File: src/hdl/io_space_pkg.sv
package io_space_pkg;

    // operations the core issues towards the register space
    typedef enum logic [2:0] {
        in_port_op,
        out_port_op,
        direct_load_op,
        direct_store_op,
        set_single_bit_op,
        clear_single_bit_op,
        skip_if_bit_set_op,
        skip_if_bit_clear_op
    } io_op_t;

    // address views
    localparam logic [8:0] IO_DATA_OFFSET = 9'h020;
    localparam logic [8:0] IO_PORT_LAST = 9'h03F;
    localparam logic [8:0] IO_BIT_LAST = 9'h01F;
    localparam logic [8:0] EXT_FIRST = 9'h060;
    localparam logic [8:0] EXT_LAST = 9'h1FF;

    // short i/o addresses of the mapped registers
    localparam logic [5:0] PORT_B_INPUT_PINS = 6'h03;
    localparam logic [5:0] PORT_B_DIRECTION = 6'h04;
    localparam logic [5:0] PORT_B_OUTPUT = 6'h05;
    localparam logic [5:0] PORT_C_INPUT_PINS = 6'h06;
    localparam logic [5:0] PORT_C_DIRECTION = 6'h07;
    localparam logic [5:0] PORT_C_OUTPUT = 6'h08;
    localparam logic [5:0] PORT_D_INPUT_PINS = 6'h09;
    localparam logic [5:0] PORT_D_DIRECTION = 6'h0A;
    localparam logic [5:0] PORT_D_OUTPUT = 6'h0B;
    localparam logic [5:0] TIMER0_FLAGS = 6'h15;
    localparam logic [5:0] TIMER1_FLAGS = 6'h16;
    localparam logic [5:0] GENERAL_SCRATCH_0 = 6'h1E;
    localparam logic [5:0] NVM_CONTROL = 6'h1F;
    localparam logic [5:0] NVM_DATA = 6'h20;
    localparam logic [5:0] NVM_ADDRESS_LOW = 6'h21;
    localparam logic [5:0] NVM_ADDRESS_HIGH = 6'h22;
    localparam logic [5:0] TIMER_SYNC_CONTROL = 6'h23;
    localparam logic [5:0] TIMER0_CONTROL_A = 6'h24;
    localparam logic [5:0] TIMER0_CONTROL_B = 6'h25;
    localparam logic [5:0] TIMER0_COUNT = 6'h26;
    localparam logic [5:0] TIMER0_COMPARE_A = 6'h27;
    localparam logic [5:0] TIMER0_COMPARE_B = 6'h28;
    localparam logic [5:0] PLL_CONTROL_STATUS = 6'h29;
    localparam logic [5:0] GENERAL_SCRATCH_1 = 6'h2A;
    localparam logic [5:0] GENERAL_SCRATCH_2 = 6'h2B;
    localparam logic [5:0] SERIAL_PERIPH_CONTROL = 6'h2C;
    localparam logic [5:0] SERIAL_PERIPH_STATUS = 6'h2D;
    localparam logic [5:0] SERIAL_PERIPH_DATA = 6'h2E;
    localparam logic [5:0] COMPARATOR_CONTROL_STATUS = 6'h30;
    localparam logic [5:0] DEBUG_LINK_DATA = 6'h31;
    // data-space address of the mask in the extended region
    localparam logic [8:0] EXTERNAL_IRQ_MASK = 9'h067;

    // flag bits that exist in the two timer flag registers
    localparam logic [7:0] TIMER0_FLAG_BITS = 8'h07;
    localparam logic [7:0] TIMER1_FLAG_BITS = 8'h2F;
    localparam logic [7:0] REG_RESET = 8'h00;

    // controller registers on the wishbone side (byte addresses)
    localparam logic [4:0] CMD_ADDR = 5'h00;
    localparam logic [4:0] TARGET_ADDR = 5'h04;
    localparam logic [4:0] WDATA_ADDR = 5'h08;
    localparam logic [4:0] STATUS_ADDR = 5'h0C;
    localparam logic [4:0] IRQ_STATUS_ADDR = 5'h10;
    localparam logic [4:0] IRQ_MASK_ADDR = 5'h14;
    // command field positions
    localparam int CMD_OP_LSB = 0;
    localparam int CMD_BIT_LSB = 4;
    // status field positions
    localparam int ST_BUSY = 0;
    localparam int ST_SKIP = 1;
    localparam int ST_REFUSED = 2;
    localparam int ST_RDATA_LSB = 8;
    // interrupt event bits
    localparam int EV_DONE = 0;
    localparam int EV_REFUSED = 1;

endpackage : io_space_pkg

File: src/hdl/io_bus_if.sv
`timescale 1ns/1ps
interface io_bus_if;
    logic req;
    io_space_pkg::io_op_t op;
    logic [8:0] addr;
    logic [2:0] bit_sel;
    logic [7:0] wdata;
    logic ack;
    logic [7:0] rdata;
    logic skip;
    logic refused;

    modport core (output req, output op, output addr, output bit_sel, output wdata,
                  input ack, input rdata, input skip, input refused);
    modport dev (input req, input op, input addr, input bit_sel, input wdata,
                 output ack, output rdata, output skip, output refused);
endinterface : io_bus_if

File: src/hdl/io_register_space_decoder.sv
// Summary of operation
// - port ops use i/o address; load/store add 0x20
// - port ops reach only 64 locations
// - extended 0x60..0x1FF only by load/store
// - bit set/clear on i/o 0x00..0x1F
// - bit skip test on i/o 0x00..0x1F
// - flags clear on written one, zero keeps
// - bit set/clear is whole-register read-modify-write
// - software writes zero to reserved bits
// - software never writes reserved addresses
`timescale 1ns/1ps
module io_register_space_decoder (
    input wire logic clk,
    input wire logic nrst,
    io_bus_if.dev bus,
    input wire logic [7:0] port_b_pins,
    input wire logic [7:0] port_c_pins,
    input wire logic [7:0] port_d_pins,
    input wire logic [7:0] timer0_events,
    input wire logic [7:0] timer1_events,
    output logic [7:0] port_b_direction,
    output logic [7:0] port_b_output,
    output logic [7:0] port_c_direction,
    output logic [7:0] port_c_output,
    output logic [7:0] port_d_direction,
    output logic [7:0] port_d_output,
    output logic [7:0] external_irq_mask
);

    logic [7:0] io_mem [0:63];
    logic [7:0] timer0_flags_reg;
    logic [7:0] timer1_flags_reg;
    logic [7:0] ext_mask_reg;
    logic [7:0] pin_meta_reg [0:2];
    logic [7:0] pin_sync_reg [0:2];
    logic ack_reg;
    logic [7:0] rdata_reg;
    logic skip_reg;
    logic refused_reg;

    // decode results
    logic legal;
    logic io_hit;
    logic ext_hit;
    logic [5:0] io_sel;
    logic is_write;
    logic is_bit_op;
    logic [7:0] cur_val;
    logic [7:0] wr_val;
    logic [8:0] data_addr;

    // true for short addresses that hold a stored read/write register
    function automatic logic stored_reg(input logic [5:0] a);
        case (a)
            io_space_pkg::PORT_B_DIRECTION, io_space_pkg::PORT_B_OUTPUT,
            io_space_pkg::PORT_C_DIRECTION, io_space_pkg::PORT_C_OUTPUT,
            io_space_pkg::PORT_D_DIRECTION, io_space_pkg::PORT_D_OUTPUT,
            io_space_pkg::GENERAL_SCRATCH_0, io_space_pkg::NVM_CONTROL,
            io_space_pkg::NVM_DATA, io_space_pkg::NVM_ADDRESS_LOW,
            io_space_pkg::NVM_ADDRESS_HIGH, io_space_pkg::TIMER_SYNC_CONTROL,
            io_space_pkg::TIMER0_CONTROL_A, io_space_pkg::TIMER0_CONTROL_B,
            io_space_pkg::TIMER0_COUNT, io_space_pkg::TIMER0_COMPARE_A,
            io_space_pkg::TIMER0_COMPARE_B, io_space_pkg::PLL_CONTROL_STATUS,
            io_space_pkg::GENERAL_SCRATCH_1, io_space_pkg::GENERAL_SCRATCH_2,
            io_space_pkg::SERIAL_PERIPH_CONTROL, io_space_pkg::SERIAL_PERIPH_STATUS,
            io_space_pkg::SERIAL_PERIPH_DATA, io_space_pkg::COMPARATOR_CONTROL_STATUS,
            io_space_pkg::DEBUG_LINK_DATA: stored_reg = 1'b1;
            default: stored_reg = 1'b0;
        endcase
    endfunction : stored_reg

    // pin levels come from outside the clock domain: two stages before use
    always_ff @(posedge clk or negedge nrst) begin
        if (!nrst) begin
            for (int i = 0; i < 3; i++) begin
                pin_meta_reg[i] <= io_space_pkg::REG_RESET;
                pin_sync_reg[i] <= io_space_pkg::REG_RESET;
            end
        end else begin
            pin_meta_reg[0] <= port_b_pins;
            pin_meta_reg[1] <= port_c_pins;
            pin_meta_reg[2] <= port_d_pins;
            for (int i = 0; i < 3; i++) begin
                pin_sync_reg[i] <= pin_meta_reg[i];
            end
        end
    end

    // map the request onto one short address or the extended region
    always_comb begin
        legal = 1'b0;
        io_hit = 1'b0;
        ext_hit = 1'b0;
        io_sel = bus.addr[5:0];
        data_addr = bus.addr;
        is_write = 1'b0;
        is_bit_op = 1'b0;
        case (bus.op)
            io_space_pkg::in_port_op, io_space_pkg::out_port_op: begin
                legal = (bus.addr <= io_space_pkg::IO_PORT_LAST);
                io_hit = legal;
                is_write = (bus.op == io_space_pkg::out_port_op);
            end
            io_space_pkg::set_single_bit_op, io_space_pkg::clear_single_bit_op: begin
                legal = (bus.addr <= io_space_pkg::IO_BIT_LAST);
                io_hit = legal;
                is_write = 1'b1;
                is_bit_op = 1'b1;
            end
            io_space_pkg::skip_if_bit_set_op, io_space_pkg::skip_if_bit_clear_op: begin
                legal = (bus.addr <= io_space_pkg::IO_BIT_LAST);
                io_hit = legal;
            end
            io_space_pkg::direct_load_op, io_space_pkg::direct_store_op: begin
                legal = (bus.addr >= io_space_pkg::IO_DATA_OFFSET);
                data_addr = bus.addr - io_space_pkg::IO_DATA_OFFSET;
                io_hit = legal && (bus.addr < io_space_pkg::EXT_FIRST);
                ext_hit = legal && (bus.addr >= io_space_pkg::EXT_FIRST);
                io_sel = io_hit ? data_addr[5:0] : bus.addr[5:0];
                is_write = (bus.op == io_space_pkg::direct_store_op);
            end
            default: begin
                legal = 1'b0;
            end
        endcase
    end

    // current content of the selected location; reserved ones read as zero
    always_comb begin
        cur_val = io_space_pkg::REG_RESET;
        if (io_hit) begin
            case (io_sel)
                io_space_pkg::PORT_B_INPUT_PINS: cur_val = pin_sync_reg[0];
                io_space_pkg::PORT_C_INPUT_PINS: cur_val = pin_sync_reg[1];
                io_space_pkg::PORT_D_INPUT_PINS: cur_val = pin_sync_reg[2];
                io_space_pkg::TIMER0_FLAGS: cur_val = timer0_flags_reg;
                io_space_pkg::TIMER1_FLAGS: cur_val = timer1_flags_reg;
                default: cur_val = stored_reg(io_sel) ? io_mem[io_sel] : 8'h00;
            endcase
        end else if (ext_hit && bus.addr == io_space_pkg::EXTERNAL_IRQ_MASK) begin
            cur_val = ext_mask_reg;
        end
    end

    // bit ops write back the whole register, so every flag that reads as set, except the one a clear op selects, is written as one and cleared
    always_comb begin
        case (bus.op)
            io_space_pkg::set_single_bit_op:
                wr_val = cur_val | (8'h01 << bus.bit_sel);
            io_space_pkg::clear_single_bit_op:
                wr_val = cur_val & ~(8'h01 << bus.bit_sel);
            default: wr_val = bus.wdata;
        endcase
    end

    // stored registers; pin registers ignore writes, reserved ones too
    always_ff @(posedge clk or negedge nrst) begin
        if (!nrst) begin
            for (int i = 0; i < 64; i++) begin
                io_mem[i] <= io_space_pkg::REG_RESET;
            end
        end else if (bus.req && legal && is_write && io_hit && stored_reg(io_sel)) begin
            io_mem[io_sel] <= wr_val;
        end
    end

    // extended-region mask, reachable only by load/store
    always_ff @(posedge clk or negedge nrst) begin
        if (!nrst) begin
            ext_mask_reg <= io_space_pkg::REG_RESET;
        end else if (bus.req && legal && is_write && ext_hit
                     && bus.addr == io_space_pkg::EXTERNAL_IRQ_MASK) begin
            ext_mask_reg <= wr_val;
        end
    end

    // timer flags: a one written clears, a new event in the same cycle wins
    always_ff @(posedge clk or negedge nrst) begin
        if (!nrst) begin
            timer0_flags_reg <= io_space_pkg::REG_RESET;
            timer1_flags_reg <= io_space_pkg::REG_RESET;
        end else begin
            if (bus.req && legal && is_write && io_hit && io_sel == io_space_pkg::TIMER0_FLAGS) begin
                timer0_flags_reg <= (timer0_flags_reg & ~wr_val
                                     | timer0_events) & io_space_pkg::TIMER0_FLAG_BITS;
            end else begin
                timer0_flags_reg <= (timer0_flags_reg | timer0_events)
                                    & io_space_pkg::TIMER0_FLAG_BITS;
            end
            if (bus.req && legal && is_write && io_hit && io_sel == io_space_pkg::TIMER1_FLAGS) begin
                timer1_flags_reg <= (timer1_flags_reg & ~wr_val
                                     | timer1_events) & io_space_pkg::TIMER1_FLAG_BITS;
            end else begin
                timer1_flags_reg <= (timer1_flags_reg | timer1_events)
                                    & io_space_pkg::TIMER1_FLAG_BITS;
            end
        end
    end

    // answer one cycle after the request; reads have no side effect
    always_ff @(posedge clk or negedge nrst) begin
        if (!nrst) begin
            ack_reg <= 1'b0;
            rdata_reg <= io_space_pkg::REG_RESET;
            skip_reg <= 1'b0;
            refused_reg <= 1'b0;
        end else begin
            ack_reg <= bus.req;
            if (bus.req) begin
                rdata_reg <= legal ? cur_val : 8'h00;
                refused_reg <= !legal;
                case (bus.op)
                    io_space_pkg::skip_if_bit_set_op:
                        skip_reg <= legal && cur_val[bus.bit_sel];
                    io_space_pkg::skip_if_bit_clear_op:
                        skip_reg <= legal && !cur_val[bus.bit_sel];
                    default: skip_reg <= 1'b0;
                endcase
            end
        end
    end

    assign bus.ack = ack_reg;
    assign bus.rdata = rdata_reg;
    assign bus.skip = skip_reg;
    assign bus.refused = refused_reg;

    // port registers drive the pins directly from their flops
    assign port_b_direction = io_mem[io_space_pkg::PORT_B_DIRECTION];
    assign port_b_output = io_mem[io_space_pkg::PORT_B_OUTPUT];
    assign port_c_direction = io_mem[io_space_pkg::PORT_C_DIRECTION];
    assign port_c_output = io_mem[io_space_pkg::PORT_C_OUTPUT];
    assign port_d_direction = io_mem[io_space_pkg::PORT_D_DIRECTION];
    assign port_d_output = io_mem[io_space_pkg::PORT_D_OUTPUT];
    assign external_irq_mask = ext_mask_reg;

endmodule : io_register_space_decoder

File: src/flat_wrapper.sv
// flat-port wrapper written by rule: the top's interface ports become plain ports
module io_register_space_decoder_flat 
  (clk, nrst, port_b_pins, port_c_pins, port_d_pins, timer0_events, timer1_events, port_b_direction, port_b_output, port_c_direction, port_c_output, port_d_direction, port_d_output, external_irq_mask, bus_req, bus_op, bus_addr, bus_bit_sel, bus_wdata, bus_ack, bus_rdata, bus_skip, bus_refused);
  io_bus_if bus_i ();
  input wire logic clk;
  input wire logic nrst;
  input wire logic [7:0] port_b_pins;
  input wire logic [7:0] port_c_pins;
  input wire logic [7:0] port_d_pins;
  input wire logic [7:0] timer0_events;
  input wire logic [7:0] timer1_events;
  output logic [7:0] port_b_direction;
  output logic [7:0] port_b_output;
  output logic [7:0] port_c_direction;
  output logic [7:0] port_c_output;
  output logic [7:0] port_d_direction;
  output logic [7:0] port_d_output;
  output logic [7:0] external_irq_mask;
  input wire logic [$bits(bus_i.req)-1:0] bus_req;
  input wire logic [$bits(bus_i.op)-1:0] bus_op;
  input wire logic [$bits(bus_i.addr)-1:0] bus_addr;
  input wire logic [$bits(bus_i.bit_sel)-1:0] bus_bit_sel;
  input wire logic [$bits(bus_i.wdata)-1:0] bus_wdata;
  output wire logic [$bits(bus_i.ack)-1:0] bus_ack;
  output wire logic [$bits(bus_i.rdata)-1:0] bus_rdata;
  output wire logic [$bits(bus_i.skip)-1:0] bus_skip;
  output wire logic [$bits(bus_i.refused)-1:0] bus_refused;
  assign bus_i.req = bus_req;
  assign bus_i.op = bus_op;
  assign bus_i.addr = bus_addr;
  assign bus_i.bit_sel = bus_bit_sel;
  assign bus_i.wdata = bus_wdata;
  assign bus_ack = bus_i.ack;
  assign bus_rdata = bus_i.rdata;
  assign bus_skip = bus_i.skip;
  assign bus_refused = bus_i.refused;
  io_register_space_decoder u_core (.clk(clk), .nrst(nrst), .bus(bus_i), .port_b_pins(port_b_pins), .port_c_pins(port_c_pins), .port_d_pins(port_d_pins), .timer0_events(timer0_events), .timer1_events(timer1_events), .port_b_direction(port_b_direction), .port_b_output(port_b_output), .port_c_direction(port_c_direction), .port_c_output(port_c_output), .port_d_direction(port_d_direction), .port_d_output(port_d_output), .external_irq_mask(external_irq_mask));
endmodule
File: config.mk
export PLATFORM = sky130hd
export DESIGN_NAME = io_register_space_decoder_flat
export DESIGN_NICKNAME = d
export VERILOG_FILES = /design/src/hdl/io_space_pkg.sv /design/src/hdl/io_bus_if.sv /design/src/hdl/io_register_space_decoder.sv /design/src/flat_wrapper.sv
export SDC_FILE = /design/constraint.sdc
export NUM_CORES = 1
export LEC_CHECK = 0
export ABC_AREA = 0
export BUFFER_PORTS_ARGS = -buffer_cell sky130_fd_sc_hd__buf_2
export CAP_MARGIN = 20
export CELL_PAD_IN_SITES_DETAIL_PLACEMENT = 1
export CELL_PAD_IN_SITES_GLOBAL_PLACEMENT = 2
export CORE_UTILIZATION = 47
export CTS_CLUSTER_SIZE = 25
export DETAILED_ROUTE_END_ITERATION = 8
export HOLD_SLACK_MARGIN = 0.05
export PLACE_DENSITY_LB_ADDON = 0.1
export SLEW_MARGIN = 15
export SYNTH_ARGS = -nofsm -noshare
export SYNTH_HDL_FRONTEND = slang
export SYNTH_SLANG_ARGS = --single-unit
File: constraint.sdc
create_clock -name clk -period 6.04 [get_ports clk]
set_input_delay 0.604 -clock clk [delete_from_list [all_inputs] [get_ports clk]]
set_output_delay 0.604 -clock clk [all_outputs]
set_load 0.005 [all_outputs]
=== Word level (Yosys, flattened, before mapping) ===
Memories as Yosys holds them, arrays and structs flattened.
Cells that the tools add are included.

* Muxes and demuxes: 25
* Reductions and logical operators: 22
* $add $sub $neg: 1
* Shift-type cells: 1
* Equal/unequal tests: 13
* Bitwise gates (word level): 11
* Magnitude comparators: 8

{| class="wikitable"
|+ Operator list
! cell !! number
|-
| bitwise mux 512 bit || 1
|-
| 2-to-1 mux 8 bit || 7
|-
| binary-select mux 8 bit (select 6 bit) || 1
|-
| demux 8 bit (select 6 bit) || 1
|-
| case mux 8 bit (5 select lines) || 1
|-
| 2-to-1 mux 6 bit || 3
|-
| case mux 8 bit (2 select lines) || 1
|-
| logical AND 1 bit || 14
|-
| equality test 3 bit, second input constant || 4
|-
| equality test 6 x 5 -> 1 bit, second input constant || 2
|-
| OR 6 bit || 2
|-
| equality test 9 x 7 -> 1 bit, second input constant || 1
|-
| greater-or-equal comparator 9 x 6 -> 1 bit, second input constant || 1
|-
| greater-or-equal comparator 9 x 7 -> 1 bit, second input constant || 1
|-
| less-or-equal comparator 9 x 5 -> 1 bit, second input constant || 1
|-
| less-or-equal comparator 9 x 6 -> 1 bit, second input constant || 1
|-
| less-than comparator 9 x 7 -> 1 bit, second input constant || 1
|-
| case mux 1 bit (3 select lines) || 3
|-
| bitwise AND 8 bit || 1
|-
| NOT 8 bit || 1
|-
| OR 8 bit || 1
|-
| left shift 1 x 3 -> 8 bit, first input constant || 1
|-
| greater-or-equal comparator 7 bit, second input constant || 1
|-
| less-than comparator 7 x 1 -> 1 bit, second input constant || 1
|-
| 21 further kinds || 29
|}

* Word-level logic and storage cells: 160
* Memory bits (read-only): 128
* Flip-flop bits (word level): 588
* Bits of input ports: 66
* Memories: 2
* Output and inout port bits: 67

{| class="wikitable"
|+ Memories
! name !! words !! bits a word !! rd ports !! clocked after memory_dff !! wr ports !! RTL line !! text
|-
| (name not given) || 64 || 1 || 1 || 0 || 0 || io_register_space_decoder.sv:54 || <nowiki>case (a)</nowiki>
|-
| (name not given) || 64 || 1 || 1 || 0 || 0 || io_register_space_decoder.sv:54 ||
|}

=== Depth between registers and ports, before layout ===
Gate-level depths: netlist (run 1).

* Word-level depth: 17
* Gate-level depth with buffers: 15
* Gate-level depth less buffers: 10

=== Worst setup path before layout (run 1) ===
No wires, ideal clock.

* Path kind: input to register
* Start point: in bus_addr[0]
* End point: reg u_core.io_mem[141] (netlist name)
* Required time: 5.915 ns
* Library setup time: 0.125 ns
* Stages on the path: 14
* Data arrival time: 3.484 ns
* Path buffers: 5
* Slack: 2.431 ns
* Path through: buf_2 -> buf_4 -> buf_2 -> buf_4 -> mux2i_1 -> a22oi_1 -> o211ai_1 -> o21ai_0 -> mux4_2 -> a221oi_2 -> o21ai_1 -> a22o_1 -> clkbuf_1 -> mux2_2

* Longest elaborated chain between the ends: 14
* Elaborated cells on any way between the ends: 45
* Those cells by class: add/sub (1); order compare (7); eq/ne (6); mux (18); bitwise (3); reduce/logical (8); memory (2)

{| class="wikitable"
|+ Ends and longest elaborated chain
! element !! RTL line !! text
|-
| from (decl) || flat_wrapper.sv:21 || <nowiki>input wire logic [$bits(bus_i.addr)-1:0] bus_addr;</nowiki>
|-
| branches (longest 14 deep; another with greater-or-equal comparator 9 x 6 -> 1 bit) || -- ||
|-
| to (signal, indexed assignment) || io_register_space_decoder.sv:160 || <nowiki>io_mem[i] <= io_space_pkg::REG_RESET;</nowiki>
|-
| to (signal, indexed assignment) || io_register_space_decoder.sv:163 || <nowiki>io_mem[io_sel] <= wr_val;</nowiki>
|-
| to (decl) || io_register_space_decoder.sv:30 || <nowiki>logic [7:0] io_mem [0:63];</nowiki>
|}

Parallel ways; which one is timed is not known. The select of a mux whose other input is x is not followed.
A chain may end at the register's enable or synchronous reset.

=== Final worst setup path (run 1) ===
* Start point: in bus_addr[0]
* End point: reg u_core.io_mem[168] (netlist name)

The elaborated chain is that of the path after synthesis.

==> metrics.csv, run 1 <==
stage,metric,value,unit
drt,via count,12709,
pwr,switching portion of total power,22.6,%
cts,Post-CTS Resized,0,
drt,DRC viols,0,
pwr,Pleak,12.8,nW
logic_synthesis,top-count cell post-synth,dfrtp_1,
drt,drt initial violations,620,
timing,final hold slack,0.0852,ns
floorplan,Die H,229,µm
timing,Final Hold Vio Count,0,
cts,CTS root buffer,clkbuf_16,
placed_design,Port Buf Inserts,124,
timing,Final Critical Period,4.13,ns
grt,first-pass GRT wire length,92.8,mm
outcome,run status,completed,
placed_design,Placed Cells,2183,
cells_and_area,number of flip-flops in the largest register,464,
critical_path,Critical Path Start Type,input pin,
timing,relative slew slack,25.0,%
min_path,worst hold path class,input pin to flop,
pwr,Clk pwr share,47.2,%
pwr,pwr dens,311,nW/µm²
logic_synthesis,Syn Inst Count,1777,
cts,Clock Path Buffers,3,
cells_and_area,area grow syn2layout,9.70,%
critical_path,Critical Path Max Stage Delay,0.60,ns
critical_path,Critical Path RT,6.55,ns
grt,total gr overflow,0,
floorplan,die area,52400,µm²
timing,Setup TNS Final,0,ns
cells_and_area,Layout Utilization,52.6,%
pwr,sequential power share,48.0,%
timing,fmax,242,MHz
grt,total track usage,23.7,%
floorplan,FP Rows,82,
timing,setup repair after global routing missed its margin,false,
timing,post-route setup slack,1.91,ns
logic_synthesis,syn_area_per_cell,13.6,µm²
cts,Num CTS Buffers,61,
timing,Worst-Margin Slew,1.12,ns
cells_and_area,Final #Nets,1657,
logic_synthesis,Post-synth ARST share,100,%
cells_and_area,final cell count without fillers,2311,
drt,drt total wl,59.3,mm
grt,number of antenna violations at the first check in global routing,1,
logic_synthesis,mapped cell area,24200,µm²
critical_path,largest fanout on the critical path,75,
logic_synthesis,Synth top area share,60.7,%
cts,worst skew pair latency,0.64,ns
placed_design,pre-CTS setup slack,1.10,ns
drt,WL per Instance,25.6,µm
drt,drt pass-1 iters,4,
floorplan,Core Footprint,50500,µm²
logic_synthesis,"Primary FF master, synth",dfrtp_1,
critical_path,CP Cell Sequence,buf_8 -> buf_4 -> mux4_2 -> a22oi_1 -> a211oi_1 -> nor4_1 -> buf_4 -> nor3_1 -> nor3_1 -> a21oi_1 -> mux2_2 -> mux2_2,
drt,Routed Antenna Nets,0,
job,max-cap violations,0,
cts,CTS sink count,587,
pwr,Power Internal,6.39,mW
drt,vias per inst,5.50,
pwr,total net switching power,1.86,mW
grt,largest net degree at the start of global routing,185,
timing,final setup fails,0,
pwr,Logic pwr share,4.8,%
critical_path,"Slowest-stage cell, CP",buf_8,
logic_synthesis,Yosys warnings,0,
logic_synthesis,Synth cell types,63,
logic_synthesis,"Seq/Total Area, Yosys",60.7,%
timing,clk_skew,0.0241,ns
critical_path,WS Path Type,input pin to flop,
logic_synthesis,synth top area cells,"dfrtp_1, mux4_2, mux2_2, clkbuf_1, mux2i_1",
cts,post-CTS repair timing setup buffer count,0,
cts,hold-fix buffers at CTS,16,
floorplan,io pins,133,
timing,Slew Limit Fails,0,
cts,TritonCTS clock tree,yes,
cells_and_area,final instance area,26600,µm²
critical_path,Worst setup EP type,flop,
cts,H-tree Lvls,2,
logic_synthesis,"FF+latch count, synth",587,
placed_design,Final Wtd Congestion,0.768,
logic_synthesis,synthesized net count,1843,
floorplan,Die Wd,229,µm
logic_synthesis,post-synth top area cell,dfrtp_1,
placed_design,area of placed instances,24300,µm²
floorplan,Starting Density,48.0,%
timing,period utilization,68.4,%
grt,vias in the first global route,14522,
placed_design,DPL Wire Length,37.9,mm
critical_path,Worst Path Arrival,4.64,ns
logic_synthesis,list of most frequent post-synthesis cells,"dfrtp_1, clkbuf_1, mux2_2",
cts,clk slew on worst S/H paths,0.06,ns
pwr,Design Power,8.26,mW
logic_synthesis,"EDFF count, synth",0,
pwr,VDD IR max,0.244,mV
cells_and_area,share of post-route cells with drive strength above 1,36.9,%
worst max-delay path: cells and delay by family:
kind	cells	cell delay (ns)
buffers and inverters	3	1.37
muxes	3	1.45
AOI/OAI and AO/OA	3	0.44
and+or+nand+nor	3	0.70
metal layers:
layer	track usage, %	wire length [µm]	up-vias
met2	37.1	28100	230
met3	4.33	2500	84
met5	0	0	-
met4	7.96	1620	0
li1	-	-	5622
met1	33.7	27100	6773
cells in the final DEF, fill, tap and decap left out, drive strengths merged, types with 3 or more instances in the layout:
cell type	count
dfrtp	587
mux2	188
buf	177
mux4	121
clkbuf	88
nor2	85
mux2i	54
a21oi	51
a22oi	41
nand2	33
o21ai	26
dlygate4sd3	16
inv	16
nand3	14
nor3	13
clkinv	13
o22ai	11
nor2b	9
a211oi	8
o211ai	8
and3	7
nand2b	7
bufinv	6
a31oi	5
a21o	5
nor4	5
a221oi	4
o31ai	3
path summary, 6_finish.rpt:
check / slack [ns] / end / start / cells past startpoint
setup / recovery: 1.91 / u_core.io_mem[168] / bus_addr[0] / 12
hold / removal: 0.09 / u_core.pin_meta_reg[11] / port_c_pins[3] / 1
setup reg to reg: 2.59 / u_core.io_mem[246] / u_core.port_c_output[6] / 9
hold reg to reg: 0.34 / u_core.pin_sync_reg[18] / u_core.pin_meta_reg[18] / 0
max in group asynchronous: 3.98 / u_core.io_mem[168] / nrst / 3
min in group asynchronous: 0.55 / u_core.pin_meta_reg[13] / nrst / 2
power by group through the flow:
stage | clock (mW) | combinational, mW | sequential [mW]
floorplan | 0 | 0.192 | 4.03
global placement | 0 | 0.392 | 4.03
detailed placement | 0 | 0.398 | 4.03
CTS | 4.00 | 0.407 | 3.96
global route | 4.15 | 0.438 | 3.96
finish | 3.90 | 0.399 | 3.96
layout make-up:
| cell class | count | area, µm² |
|---|---|---|
| antenna | 1 | 2.50 |
| clock buffer | 88 | 1800 |
| clock inverter | 22 | 320 |
| fill | 4814 | 23900 |
| inverter | 15 | 56.3 |
| multi-input combinational | 733 | 7570 |
| sequential | 587 | 14700 |
| tap | 672 | 841 |
| timing repair buffer | 193 | 1270 |
logic make-up after synthesis:
group                     share of synthesized area (%)
muxes                                              22.3
buffers and inverters                              8.13
xor gates and xnor gates                         0.0724
and+or+nand+nor                                    3.81
AOI/OAI and AO/OA                                  4.99
DFF                                                60.7
Power figures use the tool's default switching activity.
==> inputs of run 2 (changes only) <==
--- a/config.mk
+++ b/config.mk
@@ -10,7 +10,7 @@
 export CAP_MARGIN = 20
 export CELL_PAD_IN_SITES_DETAIL_PLACEMENT = 1
 export CELL_PAD_IN_SITES_GLOBAL_PLACEMENT = 2
-export CORE_UTILIZATION = 47
+export CORE_UTILIZATION = 39
 export CTS_CLUSTER_SIZE = 25
 export DETAILED_ROUTE_END_ITERATION = 8
 export HOLD_SLACK_MARGIN = 0.05
==> constraint.sdc (replaced) <==
create_clock -name clk -period 3.6 [get_ports clk]
set_input_delay 0.36 -clock clk [delete_from_list [all_inputs] [get_ports clk]]
set_output_delay 0.36 -clock clk [all_outputs]
set_load 0.005 [all_outputs]
==> metrics.csv, run 2 (same netlist as run 1, synthesis figures left out) <==
stage,metric,value,unit
grt,largest net degree at the start of global routing,85,
pwr,Design Power,14.4,mW
pwr,sequential power share,46.0,%
timing,fmax,318,MHz
pwr,Clk pwr share,48.2,%
pwr,Logic pwr share,5.8,%
drt,Routed Antenna Nets,0,
timing,Final Critical Period,3.14,ns
pwr,pwr dens,508,nW/µm²
timing,setup repair after global routing missed its margin,false,
grt,number of antenna violations at the first check in global routing,0,
placed_design,pre-CTS setup slack,-0.146,ns
placed_design,DPL Wire Length,45.8,mm
cts,post-CTS repair timing setup buffer count,0,
timing,final setup fails,0,
cells_and_area,"commonest non-fill, non-tap cell in the layout",dfrtp_1,
grt,total track usage,22.1,%
cts,H-tree Lvls,3,
timing,Worst-Margin Slew,0.816,ns
grt,vias in the first global route,15317,
cells_and_area,share of post-route cells with drive strength above 1,41.9,%
min_path,worst hold path class,input pin to flop,
floorplan,Core Footprint,60800,µm²
critical_path,Critical Path Start Type,flop,
critical_path,Critical Path RT,4.08,ns
floorplan,io pins,133,
placed_design,area of placed instances,25800,µm²
cells_and_area,"commonest cells after routing, fill and taps aside","dfrtp_1, mux2_2, buf_4",
timing,relative slew slack,45.6,%
timing,period utilization,87.2,%
critical_path,WS Path Type,flop to flop,
critical_path,Worst Path Arrival,3.62,ns
cts,TritonCTS clock tree,yes,
pwr,Pleak,13.7,nW
cells_and_area,final cell count without fillers,2591,
pwr,Power Internal,11.1,mW
placed_design,Port Buf Inserts,124,
critical_path,Worst setup EP type,flop,
drt,DRC viols,0,
pwr,switching portion of total power,22.8,%
floorplan,Die H,251,µm
floorplan,Die Wd,251,µm
pwr,VDD IR max,0.336,mV
timing,final hold slack,0.105,ns
drt,drt pass-1 iters,4,
cells_and_area,Final #Nets,1824,
pwr,total net switching power,3.30,mW
cts,CTS root buffer,clkbuf_16,
cts,CTS sink count,587,
timing,clk_skew,0.0157,ns
outcome,run status,completed,
cells_and_area,Layout Utilization,46.7,%
drt,via count,13284,
cts,Num CTS Buffers,67,
cells_and_area,final instance area,28400,µm²
floorplan,FP Rows,90,
floorplan,die area,63100,µm²
cells_and_area,area grow syn2layout,17.4,%
drt,vias per inst,5.13,
timing,Setup TNS Final,0,ns
critical_path,largest fanout on the critical path,27,
cts,clk slew on worst S/H paths,0.06,ns
timing,Slew Limit Fails,0,
placed_design,Final Wtd Congestion,0.788,
placed_design,Placed Cells,2437,
cts,worst skew pair latency,0.61,ns
floorplan,Starting Density,39.8,%
grt,first-pass GRT wire length,102,mm
cells_and_area,number of flip-flops in the largest register,464,
cts,Clock Path Buffers,3,
timing,post-route setup slack,0.459,ns
timing,Final Hold Vio Count,0,
drt,drt initial violations,778,
drt,drt total wl,66.2,mm
drt,WL per Instance,25.5,µm
grt,total gr overflow,0,
job,max-cap violations,0,
-- run 2: cell count changes in the layout (fill, tap and decap cells not counted), moves of 6 or more --
cell and delta:
buf_12 +28, buf_4 +116, clkbuf_16 +9, dlygate4sd3_1 +18, nor2_1 -6, nor2_2 +6
-- run 2: layout make-up --
cell class                      instances  area [µm²]
Inverter                               15        56.3
Tap cell                              782         978
Clock inverter                         22         280
Clock buffer                           97        1970
Fill cell                            6001       32400
Multi-Input combinational cell        733        7570
Antenna cell                            1        2.50
Timing Repair Buffer                  354        2870
Sequential cell                       587       14700
-- run 2: critical path: stages, from the launching register on --
cell	delay, ns
dfrtp_1	0.37
mux4_2	0.48
o21ai_0	0.38
mux2i_1	0.17
mux4_2	0.51
a221oi_2	0.31
o21ai_1	0.11
a22o_1	0.22
buf_12	0.16
mux2_2	0.28
-- run 2: layer usage --
layer  GRT usage [%]  vias to the layer above  share of wire [%]
met5               0                        -                  0
met4            4.81                        0                1.8
met3            3.76                       78                3.1
met2            35.0                      179                 48
met1            31.9                     7086                 47
li1                -                     5941                  -
-- run 2: what timing repair did --
action	4_1_cts	5_1_grt
gates resized for setup	0	0
endpoints found under the setup margin	0	0
hold buffers	34	0
hold endpoints to repair	107	0
-- run 2: path summary, 6_finish.rpt --
| path | from | endpoint | slack [ns] | cells past startpoint |
|---|---|---|---|---|
| setup / recovery | u_core.io_mem[261] | u_core.io_mem[269] | 0.46 | 9 |
| min in group asynchronous | nrst | u_core.io_mem[60] | 0.38 | 2 |
| hold / removal | bus_wdata[4] | u_core.external_irq_mask[4] | 0.11 | 3 |
| hold reg to reg | u_core.pin_meta_reg[22] | u_core.pin_sync_reg[22] | 0.35 | 0 |
| max in group asynchronous | nrst | u_core.io_mem[224] | 2.20 | 3 |
| setup reg to reg | u_core.io_mem[261] | u_core.io_mem[269] | 0.46 | 9 |
-- run 2: power by group through the flow --
stage	clock, mW	sequential (mW)	combinational [mW]
final	6.95	6.65	0.836
after floorplan	0	6.76	0.322
after global placement	0	6.76	0.815
after global routing	7.38	6.64	0.910
after CTS	7.15	6.65	0.858
after detailed placement	0	6.77	0.826
==> inputs of run 3 (changes only) <==
--- a/config.mk
+++ b/config.mk
@@ -10,10 +10,11 @@
 export CAP_MARGIN = 20
 export CELL_PAD_IN_SITES_DETAIL_PLACEMENT = 1
 export CELL_PAD_IN_SITES_GLOBAL_PLACEMENT = 2
+export CORE_ASPECT_RATIO = 0.9
 export CORE_UTILIZATION = 39
 export CTS_CLUSTER_SIZE = 25
 export DETAILED_ROUTE_END_ITERATION = 8
-export HOLD_SLACK_MARGIN = 0.05
+export HOLD_SLACK_MARGIN = 0.12
 export PLACE_DENSITY_LB_ADDON = 0.1
 export SLEW_MARGIN = 15
 export SYNTH_ARGS = -nofsm -noshare
==> metrics.csv, run 3 (same netlist as run 1, synthesis figures left out) <==
stage,metric,value,unit
outcome,run status,completed,
cells_and_area,number of flip-flops in the largest register,464,
placed_design,pre-CTS setup slack,-0.316,ns
critical_path,Worst Path Arrival,3.80,ns
min_path,hold path depth,4,
cells_and_area,area grow syn2layout,16.2,%
floorplan,Die H,238,µm
critical_path,Setup crit start,bus_addr[8],
critical_path,r2r startpoint,u_core.port_c_direction[4],
pwr,Pleak,13.5,nW
cells_and_area,"commonest cells after routing, fill and taps aside","dfrtp_1, mux2_2, buf_4",
placed_design,area of placed instances,25600,µm²
timing,post-route setup slack,0.334,ns
cts,Clock Path Buffers,3,
timing,clk_skew,0.0280,ns
cts,CTS root buffer,clkbuf_16,
cts,hold-fix buffers at CTS,35,
grt,largest net degree at the start of global routing,96,
floorplan,Die Wd,265,µm
critical_path,"setup slack, reg-to-reg",0.44,ns
timing,fmax,306,MHz
pwr,VDD IR max,0.350,mV
timing,Final Hold Vio Count,0,
critical_path,WS Path Type,input pin to flop,
cts,CTS sink count,587,
timing,final setup fails,0,
min_path,Min-Delay Startpoint,bus_wdata[2],
cells_and_area,Reg area,14700,µm²
drt,via count,13196,
placed_design,DPL Wire Length,44.1,mm
min_path,hold-critical path endpoint,u_core.timer0_flags_reg[2],
critical_path,Critical Path Start Type,input pin,
grt,total gr overflow,0,
pwr,Design Power,14.1,mW
timing,Slew Limit Fails,0,
drt,drt initial violations,723,
cells_and_area,FILL cells,6024,
grt,total track usage,21.1,%
cts,post-CTS repair timing setup buffer count,0,
cells_and_area,multi-input logic area,7550,µm²
placed_design,Final Wtd Congestion,0.790,
cts,H-tree Lvls,2,
pwr,pwr dens,502,nW/µm²
job,max-cap violations,0,
timing,Worst-Margin Slew,1.06,ns
timing,period utilization,90.7,%
critical_path,Critical Path Max Stage Delay,0.59,ns
floorplan,Core Footprint,61300,µm²
timing,setup repair after global routing missed its margin,false,
critical_path,Reg-to-Reg End,u_core.io_mem[212],
drt,Routed Antenna Nets,0,
critical_path,CP Cell Sequence,buf_2 -> or4b_4 -> mux2_4 -> buf_4 -> mux4_2 -> nand3_1 -> a311oi_1 -> buf_4 -> o21ai_0 -> buf_4 -> o211ai_1 -> nor4_2 -> xor2_1 -> o32ai_1,
placed_design,Port Buf Inserts,124,
cells_and_area,final instance area,28100,µm²
cts,worst skew pair latency,0.64,ns
cells_and_area,"commonest non-fill, non-tap cell in the layout",dfrtp_1,
floorplan,die area,63100,µm²
floorplan,io pins,133,
grt,first-pass GRT wire length,98.7,mm
drt,WL per Instance,24.7,µm
cts,Num CTS Buffers,61,
critical_path,most used cell along the critical path,buf_4,
cts,TritonCTS clock tree,yes,
grt,number of antenna violations at the first check in global routing,2,
min_path,worst hold path class,input pin to flop,
critical_path,Worst setup EP type,flop,
drt,drt total wl,63.5,mm
drt,DRC viols,0,
cts,clk slew on worst S/H paths,0.07,ns
critical_path,Reg2Reg Depth,12,
drt,drt pass-1 iters,5,
timing,relative slew slack,29.2,%
cts,Post-CTS Resized,0,
floorplan,Starting Density,39.5,%
critical_path,largest fanout on the critical path,11,
timing,final hold slack,0.228,ns
critical_path,"Slowest-stage cell, CP",or4b_4,
floorplan,FP Rows,86,
cells_and_area,share of post-route cells with drive strength above 1,40.4,%
grt,vias in the first global route,15083,
cells_and_area,Final #Nets,1793,
timing,Final Critical Period,3.27,ns
drt,vias per inst,5.13,
critical_path,Critical Path RT,4.13,ns
[run 3: stage by stage]
step                setup TNS [ns]  utilization [%]  instances
global route                     0             45.8       2570
detailed placement          -28.03             41.8       2421
CTS                              0             45.8       2570
floorplan                        0                -       1777
finish                           0             45.8       2571
global placement            -27.47             41.8       2421
[run 3: final cells by class]
type / instances / area share [%]
antenna: 1 / 0.00890
inverter: 15 / 0.200
timing repair buffer: 329 / 9.54
clock inverter: 16 / 0.983
clock buffer: 98 / 6.64
tap: 792 / 3.52
sequential: 587 / 52.2
multi-input combinational: 733 / 26.9
[run 3: report_power, final]
group	internal, mW	total (mW)	switching, mW
clock network	3.98	6.66	2.68
registers	6.63	6.64	0.0127
logic	0.305	0.813	0.509
total	10.9	14.1	3.20
[run 3: per-layer routing]
layer / global-route usage, % / vias to the layer above / share of wire (%)
met5: 0 / - / 0
met4: 5.46 / 0 / 2.2
met3: 2.91 / 86 / 3.2
met2: 33.1 / 209 / 47
met1: 31.0 / 6976 / 48
li1: - / 5925 / -
[run 3: worst max path at each step]
stage	end	slack, ns	depth (start not counted)
floorplan	u_core.io_mem[141]	0.24	14
global placement	u_core.io_mem[251]	-0.31	14
detailed placement	u_core.bus.skip	-0.32	14
CTS	u_core.bus.skip	0.34	14
global route	u_core.bus.skip	0.17	14
finish	u_core.bus.skip	0.33	14
[run 3: critical path: cells and delay by family]
kind	cells	cell delay, ns
AO/OA/AOI/OAI	4	0.77
XOR/XNOR	1	0.10
buffers and inverters	4	0.70
multiplexers	2	0.97
AND/OR/NAND/NOR	3	0.88
